<file path="config.mk">
export PLATFORM = sky130hd
export DESIGN_NAME = cycle_steal_dma_controller
export DESIGN_NICKNAME = d
export VERILOG_FILES = /design/src/pkg/transfer_controller_pkg.sv /design/src/cycle_steal_dma_controller.sv /design/src/request_select.sv
export SDC_FILE = /design/constraint.sdc
export NUM_CORES = 1
export LEC_CHECK = 0
export CORE_AREA = 4 4 163 165
export CTS_CLUSTER_SIZE = 28
export DETAILED_ROUTE_END_ITERATION = 6
export DIE_AREA = 0 0 167 169
export DONT_BUFFER_PORTS = 1
export PLACE_DENSITY_LB_ADDON = 0.05
export SLEW_MARGIN = 20
export SYNTH_ARGS = -nofsm -noshare
export SYNTH_HDL_FRONTEND = slang
export SYNTH_SLANG_ARGS = --single-unit
</file>
<file path="constraint.sdc">
create_clock -name clk -period 4.59 [get_ports clk]
set_clock_uncertainty 0.1 [all_clocks]
set_input_delay 0.459 -clock clk [delete_from_list [all_inputs] [get_ports clk]]
set_output_delay 0.459 -clock clk [all_outputs]
set_load 0.005 [all_outputs]
</file>
<file path="src/pkg/transfer_controller_pkg.sv">
package transfer_controller_pkg;

  // widths of the shared memory bus, the counter and the source select, and the peripheral count
  localparam int ADDR_W = 20;
  localparam int DATA_W = 16;
  localparam int CNT_W = 16;
  localparam int SEL_W = 4;
  localparam int PERIPH_COUNT = 12;

  // register byte offsets on the slave bus
  localparam logic [7:0] OFS_CTRL = 8'h00;
  localparam logic [7:0] OFS_SEL = 8'h04;
  localparam logic [7:0] OFS_SRC = 8'h08;
  localparam logic [7:0] OFS_DST = 8'h0c;
  localparam logic [7:0] OFS_RELOAD = 8'h10;
  localparam logic [7:0] OFS_COUNT = 8'h14;
  localparam logic [7:0] OFS_STATUS = 8'h18;

  // control register fields
  localparam int CTRL_EN = 0;
  localparam int CTRL_REPEAT = 1;
  localparam int CTRL_BYTE = 2;
  localparam int CTRL_SRC_FWD = 3;
  localparam int CTRL_DST_FWD = 4;
  localparam int CTRL_REQ = 5;
  localparam int CTRL_SWTRIG = 6;

  // status register fields
  localparam int STAT_BUSY = 0;
  localparam int STAT_INIT = 1;

  // reset values
  localparam logic RST_BIT = 1'b0;
  localparam logic [SEL_W-1:0] SEL_RST = 4'h0;
  localparam logic [ADDR_W-1:0] PTR_RST = 20'h00000;
  localparam logic [CNT_W-1:0] CNT_RST = 16'h0000;
  localparam logic [DATA_W-1:0] DATA_RST = 16'h0000;

  // request source codes
  localparam logic [SEL_W-1:0] SEL_SOFT = 4'h0;
  localparam logic [SEL_W-1:0] SEL_INT_FALL = 4'h1;
  localparam logic [SEL_W-1:0] SEL_INT_BOTH = 4'h2;
  localparam logic [SEL_W-1:0] SEL_PERIPH_BASE = 4'h3;

  // region holding the controller's own registers
  localparam logic [ADDR_W-1:0] OWN_REG_LO = 20'h00020;
  localparam logic [ADDR_W-1:0] OWN_REG_HI = 20'h0003f;

  // pointer steps per unit
  localparam logic [ADDR_W-1:0] STEP_BYTE = 20'h00001;
  localparam logic [ADDR_W-1:0] STEP_WORD = 20'h00002;

  typedef struct packed {
    logic valid;
    logic we;
    logic byte_unit;
    logic [ADDR_W-1:0] addr;
    logic [DATA_W-1:0] wdata;
  } mem_req_type;

  localparam mem_req_type MEM_IDLE = '0;

  typedef enum {ST_IDLE, ST_BUS, ST_READ, ST_WRITE, ST_DONE} xfer_state_type;

  function automatic logic in_own_region(input logic [ADDR_W-1:0] a);
    in_own_region = (a >= OWN_REG_LO) && (a <= OWN_REG_HI);
  endfunction

endpackage

</file>
<file path="src/cycle_steal_dma_controller.sv">
// Decided for this implementation: the register offsets and register access over AHB-Lite.
`timescale 1ns/10ps
module cycle_steal_dma_controller
  import transfer_controller_pkg::*;
#(
  parameter int PERIPH_N = transfer_controller_pkg::PERIPH_COUNT
) (
  // clock and reset
  input wire logic clk,
  input wire logic rst_n,
  // register bus slave
  input wire logic hsel,
  input wire logic [31:0] haddr,
  input wire logic [1:0] htrans,
  input wire logic hwrite,
  input wire logic [2:0] hsize,
  input wire logic [31:0] hwdata,
  input wire logic hready,
  output logic hreadyout,
  output logic hresp,
  output logic [31:0] hrdata,
  // request sources
  input wire logic [PERIPH_N-1:0] periph_req,
  input wire logic ext_int,
  // shared memory bus
  output logic bus_req,
  input wire logic bus_gnt,
  output transfer_controller_pkg::mem_req_type mem_req,
  input wire logic [transfer_controller_pkg::DATA_W-1:0] mem_rdata,
  input wire logic mem_ready,
  // underflow interrupt request
  output logic done_irq
);
  import transfer_controller_pkg::*;

  // control and configuration
  logic enable;
  logic repeat_mode;
  logic byte_unit;
  logic src_fwd;
  logic dst_fwd;
  logic req_bit;
  logic need_init;
  logic [SEL_W-1:0] source_sel;
  logic [ADDR_W-1:0] src_ptr;
  logic [ADDR_W-1:0] dst_ptr;
  logic [CNT_W-1:0] reload;

  // transfer engine
  xfer_state_type state;
  logic [ADDR_W-1:0] fwd_ptr;
  logic [CNT_W-1:0] cnt;
  logic [ADDR_W-1:0] src_addr;
  logic [ADDR_W-1:0] dst_addr;
  logic start_xfer;
  logic unit_done;
  logic underflow;
  logic req_event;

  // bus slave
  logic wr_pend;
  logic rd_pend;
  logic [7:0] bus_ofs;
  logic bus_mapped;
  logic addr_phase;
  logic [31:0] read_value;
  logic wr_ctrl;
  logic wr_sel;
  logic wr_src;
  logic wr_dst;
  logic wr_reload;
  logic soft_trig;

  function automatic mem_req_type make_req(input logic we,
                                           input logic unit8,
                                           input logic [ADDR_W-1:0] a,
                                           input logic [DATA_W-1:0] d);
    mem_req_type r;
    r.valid = 1'b1;
    r.we = we;
    r.byte_unit = unit8;
    r.addr = a;
    r.wdata = unit8 ? {8'h00, d[7:0]} : d;
    make_req = r;
  endfunction

  // ---------------- register bus slave ----------------

  assign addr_phase = hsel && hready && htrans[1];

  // every access takes the whole word, hsize is not decoded
  always_ff @(posedge clk) begin
    if (!rst_n) begin
      wr_pend <= 1'b0;
      rd_pend <= 1'b0;
      bus_ofs <= 8'h00;
      bus_mapped <= 1'b0;
    end else begin
      wr_pend <= addr_phase && hwrite;
      rd_pend <= addr_phase && !hwrite;
      if (addr_phase) begin
        bus_ofs <= haddr[7:0];
        bus_mapped <= (haddr[31:8] == 24'h000000) && (haddr[1:0] == 2'b00);
      end
    end
  end

  assign wr_ctrl = wr_pend && bus_mapped && bus_ofs == OFS_CTRL;
  assign wr_sel = wr_pend && bus_mapped && bus_ofs == OFS_SEL;
  assign wr_src = wr_pend && bus_mapped && bus_ofs == OFS_SRC;
  assign wr_dst = wr_pend && bus_mapped && bus_ofs == OFS_DST;
  assign wr_reload = wr_pend && bus_mapped && bus_ofs == OFS_RELOAD;
  assign soft_trig = wr_ctrl && hwdata[CTRL_SWTRIG];

  // reads wait one cycle so a write just before is already visible
  always_ff @(posedge clk) begin
    if (!rst_n) begin
      hreadyout <= 1'b1;
      hresp <= 1'b0;
      hrdata <= 32'h00000000;
    end else begin
      hresp <= 1'b0;
      if (addr_phase && !hwrite) begin
        hreadyout <= 1'b0;
      end else if (rd_pend) begin
        hreadyout <= 1'b1;
        hrdata <= read_value;
      end
    end
  end

  always_comb begin
    read_value = 32'h00000000;
    if (bus_mapped) begin
      case (bus_ofs)
        OFS_CTRL: begin
          read_value[CTRL_EN] = enable;
          read_value[CTRL_REPEAT] = repeat_mode;
          read_value[CTRL_BYTE] = byte_unit;
          read_value[CTRL_SRC_FWD] = src_fwd;
          read_value[CTRL_DST_FWD] = dst_fwd;
          read_value[CTRL_REQ] = req_bit;
        end
        OFS_SEL: read_value[SEL_W-1:0] = source_sel;
        OFS_SRC: read_value[ADDR_W-1:0] =
          (enable && src_fwd) ? fwd_ptr : src_ptr;
        OFS_DST: read_value[ADDR_W-1:0] =
          (enable && dst_fwd) ? fwd_ptr : dst_ptr;
        OFS_RELOAD: read_value[CNT_W-1:0] = reload;
        OFS_COUNT: read_value[CNT_W-1:0] = cnt;
        OFS_STATUS: begin
          read_value[STAT_BUSY] = state != ST_IDLE;
          read_value[STAT_INIT] = need_init;
        end
        default: read_value = 32'h00000000;
      endcase
    end
  end

  // ---------------- configuration ----------------

  always_ff @(posedge clk) begin
    if (!rst_n) begin
      enable <= RST_BIT;
      repeat_mode <= RST_BIT;
      byte_unit <= RST_BIT;
      src_fwd <= RST_BIT;
      dst_fwd <= RST_BIT;
      need_init <= RST_BIT;
      source_sel <= SEL_RST;
      reload <= CNT_RST;
    end else begin
      if (underflow && !repeat_mode) begin
        enable <= 1'b0;
      end
      if (start_xfer) begin
        need_init <= 1'b0;
      end
      if (wr_ctrl) begin
        enable <= hwdata[CTRL_EN];
        need_init <= hwdata[CTRL_EN];
        repeat_mode <= hwdata[CTRL_REPEAT];
        byte_unit <= hwdata[CTRL_BYTE];
        src_fwd <= hwdata[CTRL_SRC_FWD];
        dst_fwd <= hwdata[CTRL_DST_FWD];
      end
      if (wr_sel) begin
        source_sel <= hwdata[SEL_W-1:0];
      end
      if (wr_reload) begin
        reload <= hwdata[CNT_W-1:0];
      end
    end
  end

  always_ff @(posedge clk) begin
    if (!rst_n) begin
      src_ptr <= PTR_RST;
      dst_ptr <= PTR_RST;
    end else begin
      if (wr_src && (src_fwd || !enable)) begin
        src_ptr <= hwdata[ADDR_W-1:0];
      end
      if (wr_dst && (dst_fwd || !enable)) begin
        dst_ptr <= hwdata[ADDR_W-1:0];
      end
    end
  end

  // ---------------- request bit ----------------

  request_select #(
    .PERIPH_N(PERIPH_N)
  ) u_request_select (
    .clk(clk),
    .rst_n(rst_n),
    .source_sel(source_sel),
    .soft_trig(soft_trig),
    .periph_req(periph_req),
    .ext_int(ext_int),
    .req_event(req_event)
  );

  always_ff @(posedge clk) begin
    if (!rst_n) begin
      req_bit <= RST_BIT;
    end else if (req_event) begin
      req_bit <= 1'b1;
    end else if (start_xfer) begin
      req_bit <= 1'b0;
    end else if (wr_ctrl && !hwdata[CTRL_REQ]) begin
      req_bit <= 1'b0;
    end
  end

  // ---------------- transfer engine ----------------

  assign start_xfer = (state == ST_IDLE) && enable && req_bit;
  assign unit_done = state == ST_DONE;
  assign underflow = unit_done && (cnt == CNT_RST);

  assign src_addr = src_fwd ? fwd_ptr : src_ptr;
  assign dst_addr = dst_fwd ? fwd_ptr : dst_ptr;

  always_ff @(posedge clk) begin
    if (!rst_n) begin
      state <= ST_IDLE;
      bus_req <= 1'b0;
      mem_req <= MEM_IDLE;
      fwd_ptr <= PTR_RST;
      cnt <= CNT_RST;
    end else begin
      case (state)
        ST_IDLE: begin
          if (start_xfer) begin
            if (need_init) begin
              fwd_ptr <= src_fwd ? src_ptr : dst_ptr;
              cnt <= reload;
            end
            bus_req <= 1'b1;
            state <= ST_BUS;
          end
        end
        ST_BUS: begin
          if (bus_gnt) begin
            if (in_own_region(src_addr)) begin
              if (in_own_region(dst_addr)) begin
                state <= ST_DONE;
              end else begin
                mem_req <= make_req(1'b1, byte_unit, dst_addr, DATA_RST);
                state <= ST_WRITE;
              end
            end else begin
              mem_req <= make_req(1'b0, byte_unit, src_addr, DATA_RST);
              state <= ST_READ;
            end
          end
        end
        ST_READ: begin
          if (mem_ready) begin
            if (in_own_region(dst_addr)) begin
              mem_req <= MEM_IDLE;
              state <= ST_DONE;
            end else begin
              mem_req <= make_req(1'b1, byte_unit, dst_addr, mem_rdata);
              state <= ST_WRITE;
            end
          end
        end
        ST_WRITE: begin
          if (mem_ready) begin
            mem_req <= MEM_IDLE;
            state <= ST_DONE;
          end
        end
        ST_DONE: begin
          bus_req <= 1'b0;
          if (src_fwd || dst_fwd) begin
            fwd_ptr <= fwd_ptr + (byte_unit ? STEP_BYTE : STEP_WORD);
          end
          // reload plus one units per run
          if (cnt == CNT_RST) begin
            cnt <= repeat_mode ? reload : CNT_RST;
          end else begin
            cnt <= cnt - 16'h0001;
          end
          state <= ST_IDLE;
        end
        default: begin
          bus_req <= 1'b0;
          mem_req <= MEM_IDLE;
          state <= ST_IDLE;
        end
      endcase
    end
  end

  // no mask or priority input reaches the engine
  always_ff @(posedge clk) begin
    if (!rst_n) begin
      done_irq <= 1'b0;
    end else begin
      done_irq <= underflow;
    end
  end

endmodule // cycle_steal_dma_controller

</file>
<file path="src/request_select.sv">
`timescale 1ns/10ps
module request_select
  import transfer_controller_pkg::*;
#(
  parameter int PERIPH_N = transfer_controller_pkg::PERIPH_COUNT
) (
  // clock and reset
  input wire logic clk,
  input wire logic rst_n,
  // selection and software trigger
  input wire logic [transfer_controller_pkg::SEL_W-1:0] source_sel,
  input wire logic soft_trig,
  // request inputs
  input wire logic [PERIPH_N-1:0] periph_req,
  input wire logic ext_int,
  // merged request pulse
  output logic req_event
);
  import transfer_controller_pkg::*;

  logic ext_prev;
  logic periph_hit;
  logic [SEL_W-1:0] periph_idx;

  // pin idles high, so no false falling edge after reset
  always_ff @(posedge clk) begin
    if (!rst_n) begin
      ext_prev <= 1'b1;
    end else begin
      ext_prev <= ext_int;
    end
  end

  always_comb begin
    periph_idx = source_sel - SEL_PERIPH_BASE;
    periph_hit = 1'b0;
    if (source_sel >= SEL_PERIPH_BASE && periph_idx < PERIPH_N) begin
      periph_hit = periph_req[periph_idx];
    end
  end

  always_ff @(posedge clk) begin
    if (!rst_n) begin
      req_event <= 1'b0;
    end else begin
      case (source_sel)
        SEL_SOFT: req_event <= soft_trig;
        SEL_INT_FALL: req_event <= ext_prev & ~ext_int;
        SEL_INT_BOTH: req_event <= ext_prev ^ ext_int;
        default: req_event <= periph_hit;
      endcase
    end
  end

endmodule // request_select
</file>
==> results of run 1 <==
area by class of cell:
cell class,instances,area [um^2],area share (%)
repair buffers,21,162.7,1.527
inverters,39,147.6,1.386
clock inverters,15,178.9,1.680
well taps,330,412.9,3.877
clock buffers,17,425.4,3.994
multi-input cells,874,5697,53.49
flip-flops and latches,181,3626,34.05
critical path, cell delays in order (launching register included):
cell and delay, ns:
dfxtp_2 0.64, buf_4 0.40, nor4_1 0.11, nand3_1 0.23, a21o_1 0.42, o41a_1 0.90, o221ai_1 0.20
metal layers:
layer | vias to the layer above | part of all wire (%)
met5 | - | 0
met4 | 0 | 2.1
met3 | 44 | 6.5
met2 | 308 | 46
met1 | 4327 | 45
li1 | 4232 | -
through the flow:
stage          cells  setup WS, ns  util, %  hold WS, ns  area [um^2]
3_3_place_gp    1443         1.448    40.02       0.3195        10020
2_1_floorplan   1206         2.334        -       0.3108         9935
5_1_grt         1477         1.193    42.54      0.01628        10650
3_5_place_dp    1443         1.453    40.04       0.3333        10030
6_report        1477         1.406    42.54      0.02378        10650
4_1_cts         1477         1.435    42.54      0.01126        10650
power by group through the flow:
stage / registers [mW] / clock network, mW / logic [mW]
after CTS: 1.67 / 1.56 / 0.265
after floorplan: 1.67 / 0 / 0.233
after global placement: 1.71 / 0 / 0.261
after detailed placement: 1.71 / 0 / 0.263
final: 1.67 / 1.53 / 0.263
after global routing: 1.68 / 1.62 / 0.293
path summary, 6_finish.rpt:
kind / startpoint / endpoint / cells past startpoint
setup reg to reg: src_fwd$_SDFFE_PN0P_ / mem_req[27]$_SDFFE_PN0P_ / 6
hold / removal: ext_int / u_request_select.ext_prev$_SDFF_PN1_ / 2
setup / recovery: src_fwd$_SDFFE_PN0P_ / mem_req[27]$_SDFFE_PN0P_ / 6
hold reg to reg: u_request_select.req_event$_SDFF_PN0_ / req_bit$_SDFFE_PN0P_ / 2
synth_stat cells (25+ instances only):
master,number,share of area (%)
mux2i_1,96,9.7
clkbuf_1,73,2.8
nand3_1,39,2.0
nor2_1,94,3.6
mux2_2,31,3.5
o21ai_0,42,2.1
nor3_1,25,1.3
nor4_1,32,2.0
a21oi_1,94,4.8
inv_1,39,1.5
dfxtp_1,181,37
nand2_1,156,5.9
state kept, by name, indices dropped and copies added (netlist names), 3 cells and up:
signal / flops
bus_ofs: 8
cnt: 16
dst_ptr: 20
fwd_ptr: 20
hrdata: 20
mem_req: 39
reload: 16
source_sel: 4
src_ptr: 20
state: 3
cell families (layout without fill, tap and decap cells):
family	count (synthesis)	in the layout	share of synthesized area [%]
simple gates	421	421	20.37
fa+ha+maj	10	10	1.341
mux	130	130	13.93
xor+xnor	2	2	0.1772
compound gates	298	298	20.83
other cells	1	13	0.03792
flops	181	181	36.64
buf+inv	151	92	6.680
timing repair:
item / in CTS / in global routing
endpoints found under the hold margin: 3 / 0
endpoints found under the setup margin: 0 / 0
hold buffers: 2 / 0
==> flow_summary_export.csv, run 1 <==
group,metric,value,unit
cells_and_area,drive_gt1_share,10.11,%
sta,hold_viol,0,
power,swShare,28.14,%
clock_tree,cts_setup_buffers,0,
grt,antenna_found_initial,0,
min_path,hp-class,"primary input to flop",
placed_design,portBuffers,0,
setup_path,worstSetupStartpointType,"flop",
power,ir_drop,0.2403,mV
cells_and_area,fin_nets,1249,
run,maxCapViolations,0,
power,power.total,3.464,mW
clock_tree,cts_num_sinks,181,
setup_path,path_max_fanout,21,
sta,worst_slew_pin_slew,1.064,ns
cells_and_area,nFillCells,2580,
yosys,ys_seq_area_share,36.64,%
cells_and_area,final_common_cell,"dfxtp_1",
clock_tree,htreeDepth,4,
setup_path,crit_type,"flop to flop",
sta,fin_crit_sh,69.38,%
yosys,ys_types,74,
yosys,async_flop_share,0,%
setup_path,endpoint_kind,"flop",
placed_design,gp_congestion,0.8824,
yosys,post_synth.cell_area_avg,8.283,um^2
outcome,status,"finished clean",
cells_and_area,antenna_cells,0,
routing,drtIter0Drc,600,
grt,grt_pass1_wl,52140,um
die,start_util,39.50,%
setup_path,arrival,3.37,ns
sta,min_period,3.184,ns
sta,slew_headroom,29.00,%
routing,viasPerCell,6.033,
cells_and_area,area_growth_syn_to_layout,7.692,%
yosys,synth_area,9889,um^2
grt,top_usage_layer,"met2",
die,die_area,28220,um^2
grt,use_met3,4.858,%
yosys,synthCells,1194,
routing,wl,33830,um
grt,grtUsageTotal,23.33,%
power,power.leakage,3.952,nW
setup_path,worstPathRequired,4.77,ns
die,core_area,25040,um^2
placed_design,hpwl,23630,um
routing,final_antenna_net_count,0,
cells_and_area,final_cell_mix,"dfxtp_1, nand2_1, mux2i_1, nor2_1, a21oi_1",
grt,grt_pass1_vias,8548,
routing,remaining_drc_errors,0,
sta,clock.fmax,314.0,MHz
clock_tree,cts_tree,"yes",
grt,use_met2,37.25,%
die,row_count,58,
clock_tree,ctsResizeCount,0,
grt,grtUsageMet1,31.80,%
die,die_y,169,um
clock_tree,cts_buffer_depth,2,
clock_tree,clk_latency,0.44,ns
power,internal_power,2.489,mW
clock_tree,cts_inserted_buffers,17,
routing,wl_per_cell,22.90,um
routing,num_vias,8911,
routing,dr.pass1.iters,5,
grt,grt_max_degree,68,
clock_tree,clkTransAtPathRegs,0.08,ns
power,p_switching,0.9749,mW
die,die_w,167,um
grt,globalRouteOverflowTotal,0,
sta,rsz0062_at_grt,"false",
yosys,synth_edf_count,0,
power,seq_power_share,48.3,%
sta,tns,0,ns
yosys,ys.flop_type,"dfxtp_1",
sta,maxSlewViolCount,0,
power,pwr_density_cell,325.2,nW/um^2
sta,setup-violations-final,0,
yosys,yosysWarnings,0,
power,combPwrFrac,7.6,%
power,clkPwrFrac,44.1,%
setup_path,r2r_slack,1.41,ns
die,ios,180,
yosys,ys_ff_latch,181,
clock_tree,cts_root_buffer,"clkbuf_16",
Power figures use the tool's default switching activity.
==> inputs of run 2 (changes only) <==
Clock period 4.59 ns to 2.85 ns, I/O delays scaled along.
==> run 2 against run 1 <==
- via count rose by 4.6%
- wire length rose by 3.9%
- clock power increased by 67%
- worst hold slack improved by 0.032 ns
- global-route usage increased by 1.1 points
==> flow_summary_export.csv, run 2 (synthesized netlist as in run 1, its figures left out) <==
group,metric,value,unit
die,die_w,167,um
die,row_count,58,
setup_path,crit_type,"flop to flop",
grt,grt_pass1_vias,8945,
power,pwr_density_cell,498.3,nW/um^2
sta,min_period,2.600,ns
placed_design,gp_congestion,0.8608,
placed_design,hpwl,24830,um
sta,maxSlewViolCount,0,
power,ir_drop,0.3196,mV
cells_and_area,area_growth_syn_to_layout,17.35,%
run,maxCapViolations,0,
grt,grt_max_degree,108,
routing,dr.pass1.iters,5,
routing,drtIter0Drc,817,
routing,remaining_drc_errors,0,
setup_path,endpoint_kind,"flop",
setup_path,r2r-start,"dst_ptr[10]$_SDFFE_PN0P_",
min_path,hold_start,"haddr[31]",
sta,slew_headroom,40.05,%
sta,holdWs,0.05567,ns
setup_path,r2r_slack,0.25,ns
sta,hold_viol,0,
routing,num_vias,9317,
min_path,hold-path-endpoint,"bus_mapped$_SDFFE_PN0P_",
grt,grtUsageTotal,24.42,%
cells_and_area,regArea,3626,um^2
sta,worst_slew_pin_slew,0.8993,ns
clock_tree,cts_tree,"yes",
cells_and_area,final_cell_mix,"dfxtp_1, nand2_1, mux2i_1, nor2_1, a21oi_1",
clock_tree,cts_inserted_buffers,17,
setup_path,path_max_fanout,21,
setup_path,r2r-end,"mem_req[28]$_SDFFE_PN0P_",
grt,grt_pass1_wl,54390,um
sta,clock.fmax,384.6,MHz
routing,wl_per_cell,22.21,um
clock_tree,cts_buffer_depth,2,
routing,final_antenna_net_count,0,
sta,setup-violations-final,0,
die,ios,180,
setup_path,worstPathRequired,3.10,ns
sta,rsz0062_at_grt,"false",
setup_path,worstSetupStartpointType,"flop",
routing,viasPerCell,5.889,
min_path,hold_depth,5,
placed_design,portBuffers,0,
grt,antenna_found_initial,1,
setup_path,arrival,2.85,ns
min_path,hp-class,"primary input to flop",
cells_and_area,final_common_cell,"dfxtp_1",
setup_path,worstRegToRegCells,6,
routing,wl,35140,um
die,start_util,39.50,%
die,die_area,28220,um^2
die,die_y,169,um
clock_tree,cts_num_sinks,181,
cells_and_area,multi_input_area,5698,um^2
cells_and_area,antenna_cells,0,
clock_tree,htreeDepth,4,
sta,fin_crit_sh,91.24,%
cells_and_area,drive_gt1_share,14.06,%
clock_tree,cts_root_buffer,"clkbuf_16",
cells_and_area,nFillCells,2536,
sta,tns,0,ns
grt,globalRouteOverflowTotal,0,
power,power.leakage,4.461,nW
die,core_area,25040,um^2
clock_tree,clk_latency,0.44,ns
cells_and_area,fin_nets,1354,
clock_tree,cts_setup_buffers,0,
outcome,status,"finished clean",
cells_and_area,largest-register,"mem_req",
cells_and_area,largest_reg_flops,39,
clock_tree,clkTransAtPathRegs,0.08,ns
run 2: cell count changes in the layout (fill, tap and decap cells not counted), moves of 2 or more:
| cell | before | now |
|---|---|---|
| buf_12 | 0 | 2 |
| clkinv_8 | 2 | 5 |
| clkinv_4 | 3 | 0 |
| inv_8 | 6 | 4 |
| buf_4 | 19 | 77 |
| dlygate4sd3_1 | 2 | 47 |
run 2: critical path, cell delays in order (launching register included):
cell      delay (ns)
dfxtp_1         0.38
nor4_1          0.51
nand3_1         0.25
a22o_1          0.39
o41a_1          0.45
buf_4           0.22
o221ai_1        0.20
run 2: worst max path at each step:
| stage | slack [ns] | endpoint | startpoint |
|---|---|---|---|
| 6_report | 0.25 | mem_req[28]$_SDFFE_PN0P_ | dst_ptr[10]$_SDFFE_PN0P_ |
| 5_1_grt | 0.15 | mem_req[34]$_SDFFE_PN0P_ | dst_ptr[10]$_SDFFE_PN0P_ |
| 4_1_cts | 0.25 | cnt[1]$_SDFFE_PN0P_ | cnt[0]$_SDFFE_PN0P_ |
| 3_5_place_dp | 0.27 | cnt[1]$_SDFFE_PN0P_ | cnt[0]$_SDFFE_PN0P_ |
| 3_3_place_gp | 0.25 | mem_req[35]$_SDFFE_PN0P_ | dst_ptr[10]$_SDFFE_PN0P_ |
| 2_1_floorplan | 0.59 | fwd_ptr[14]$_SDFFE_PN0P_ | byte_unit$_SDFFE_PN0P_ |
run 2: area by class of cell:
class                   instances  share of cell area [%]
clock buffers                  17                   3.666
clock inverters                15                   1.779
inverters                      39                   1.272
multi-input cells             874                   49.10
flip-flops and latches        181                   31.25
well taps                     330                   3.558
repair buffers                126                   9.380
run 2: routing by layer:
layer / part of all wire [%] / GRT usage (%) / up-vias / wire length, um
met2: 46 / 38.97 / 346 / 16210
met4: 2.0 / 6.901 / 2 / 692
met5: 0.020 / 0 / - / 7
met1: 46 / 33.92 / 4465 / 16050
met3: 6.2 / 4.554 / 44 / 2180
li1: - / - / 4460 / -
run 2: through the flow:
| stage | worst slack (ns) | cell area [um^2] | power, mW | cells | util (%) |
|---|---|---|---|---|---|
| 5_1_grt | 0.1533 | 11600 | 6.004 | 1582 | 46.35 |
| 3_5_place_dp | 0.2705 | 10480 | 3.205 | 1502 | 41.84 |
| 4_1_cts | 0.2537 | 11600 | 5.834 | 1582 | 46.32 |
| 6_report | 0.2498 | 11600 | 5.783 | 1582 | 46.35 |
| 3_3_place_gp | 0.2535 | 10470 | 3.205 | 1502 | 41.81 |
| 2_1_floorplan | 0.5943 | 9935 | 3.071 | 1206 | - |
run 2: where the power goes:
group | leakage [nW] | internal, mW | total (mW) | switching, mW
sequential | 1.46 | 2.60 | 2.65 | 0.0556
clock | 0.303 | 1.29 | 2.55 | 1.26
combinational | 2.70 | 0.223 | 0.580 | 0.357
total | 4.46 | 4.11 | 5.78 | 1.68
run 2: what timing repair did:
action,4_1_cts,5_1_grt
endpoints found under the hold margin,120,0
hold buffers,48,0
resized for setup,0,0
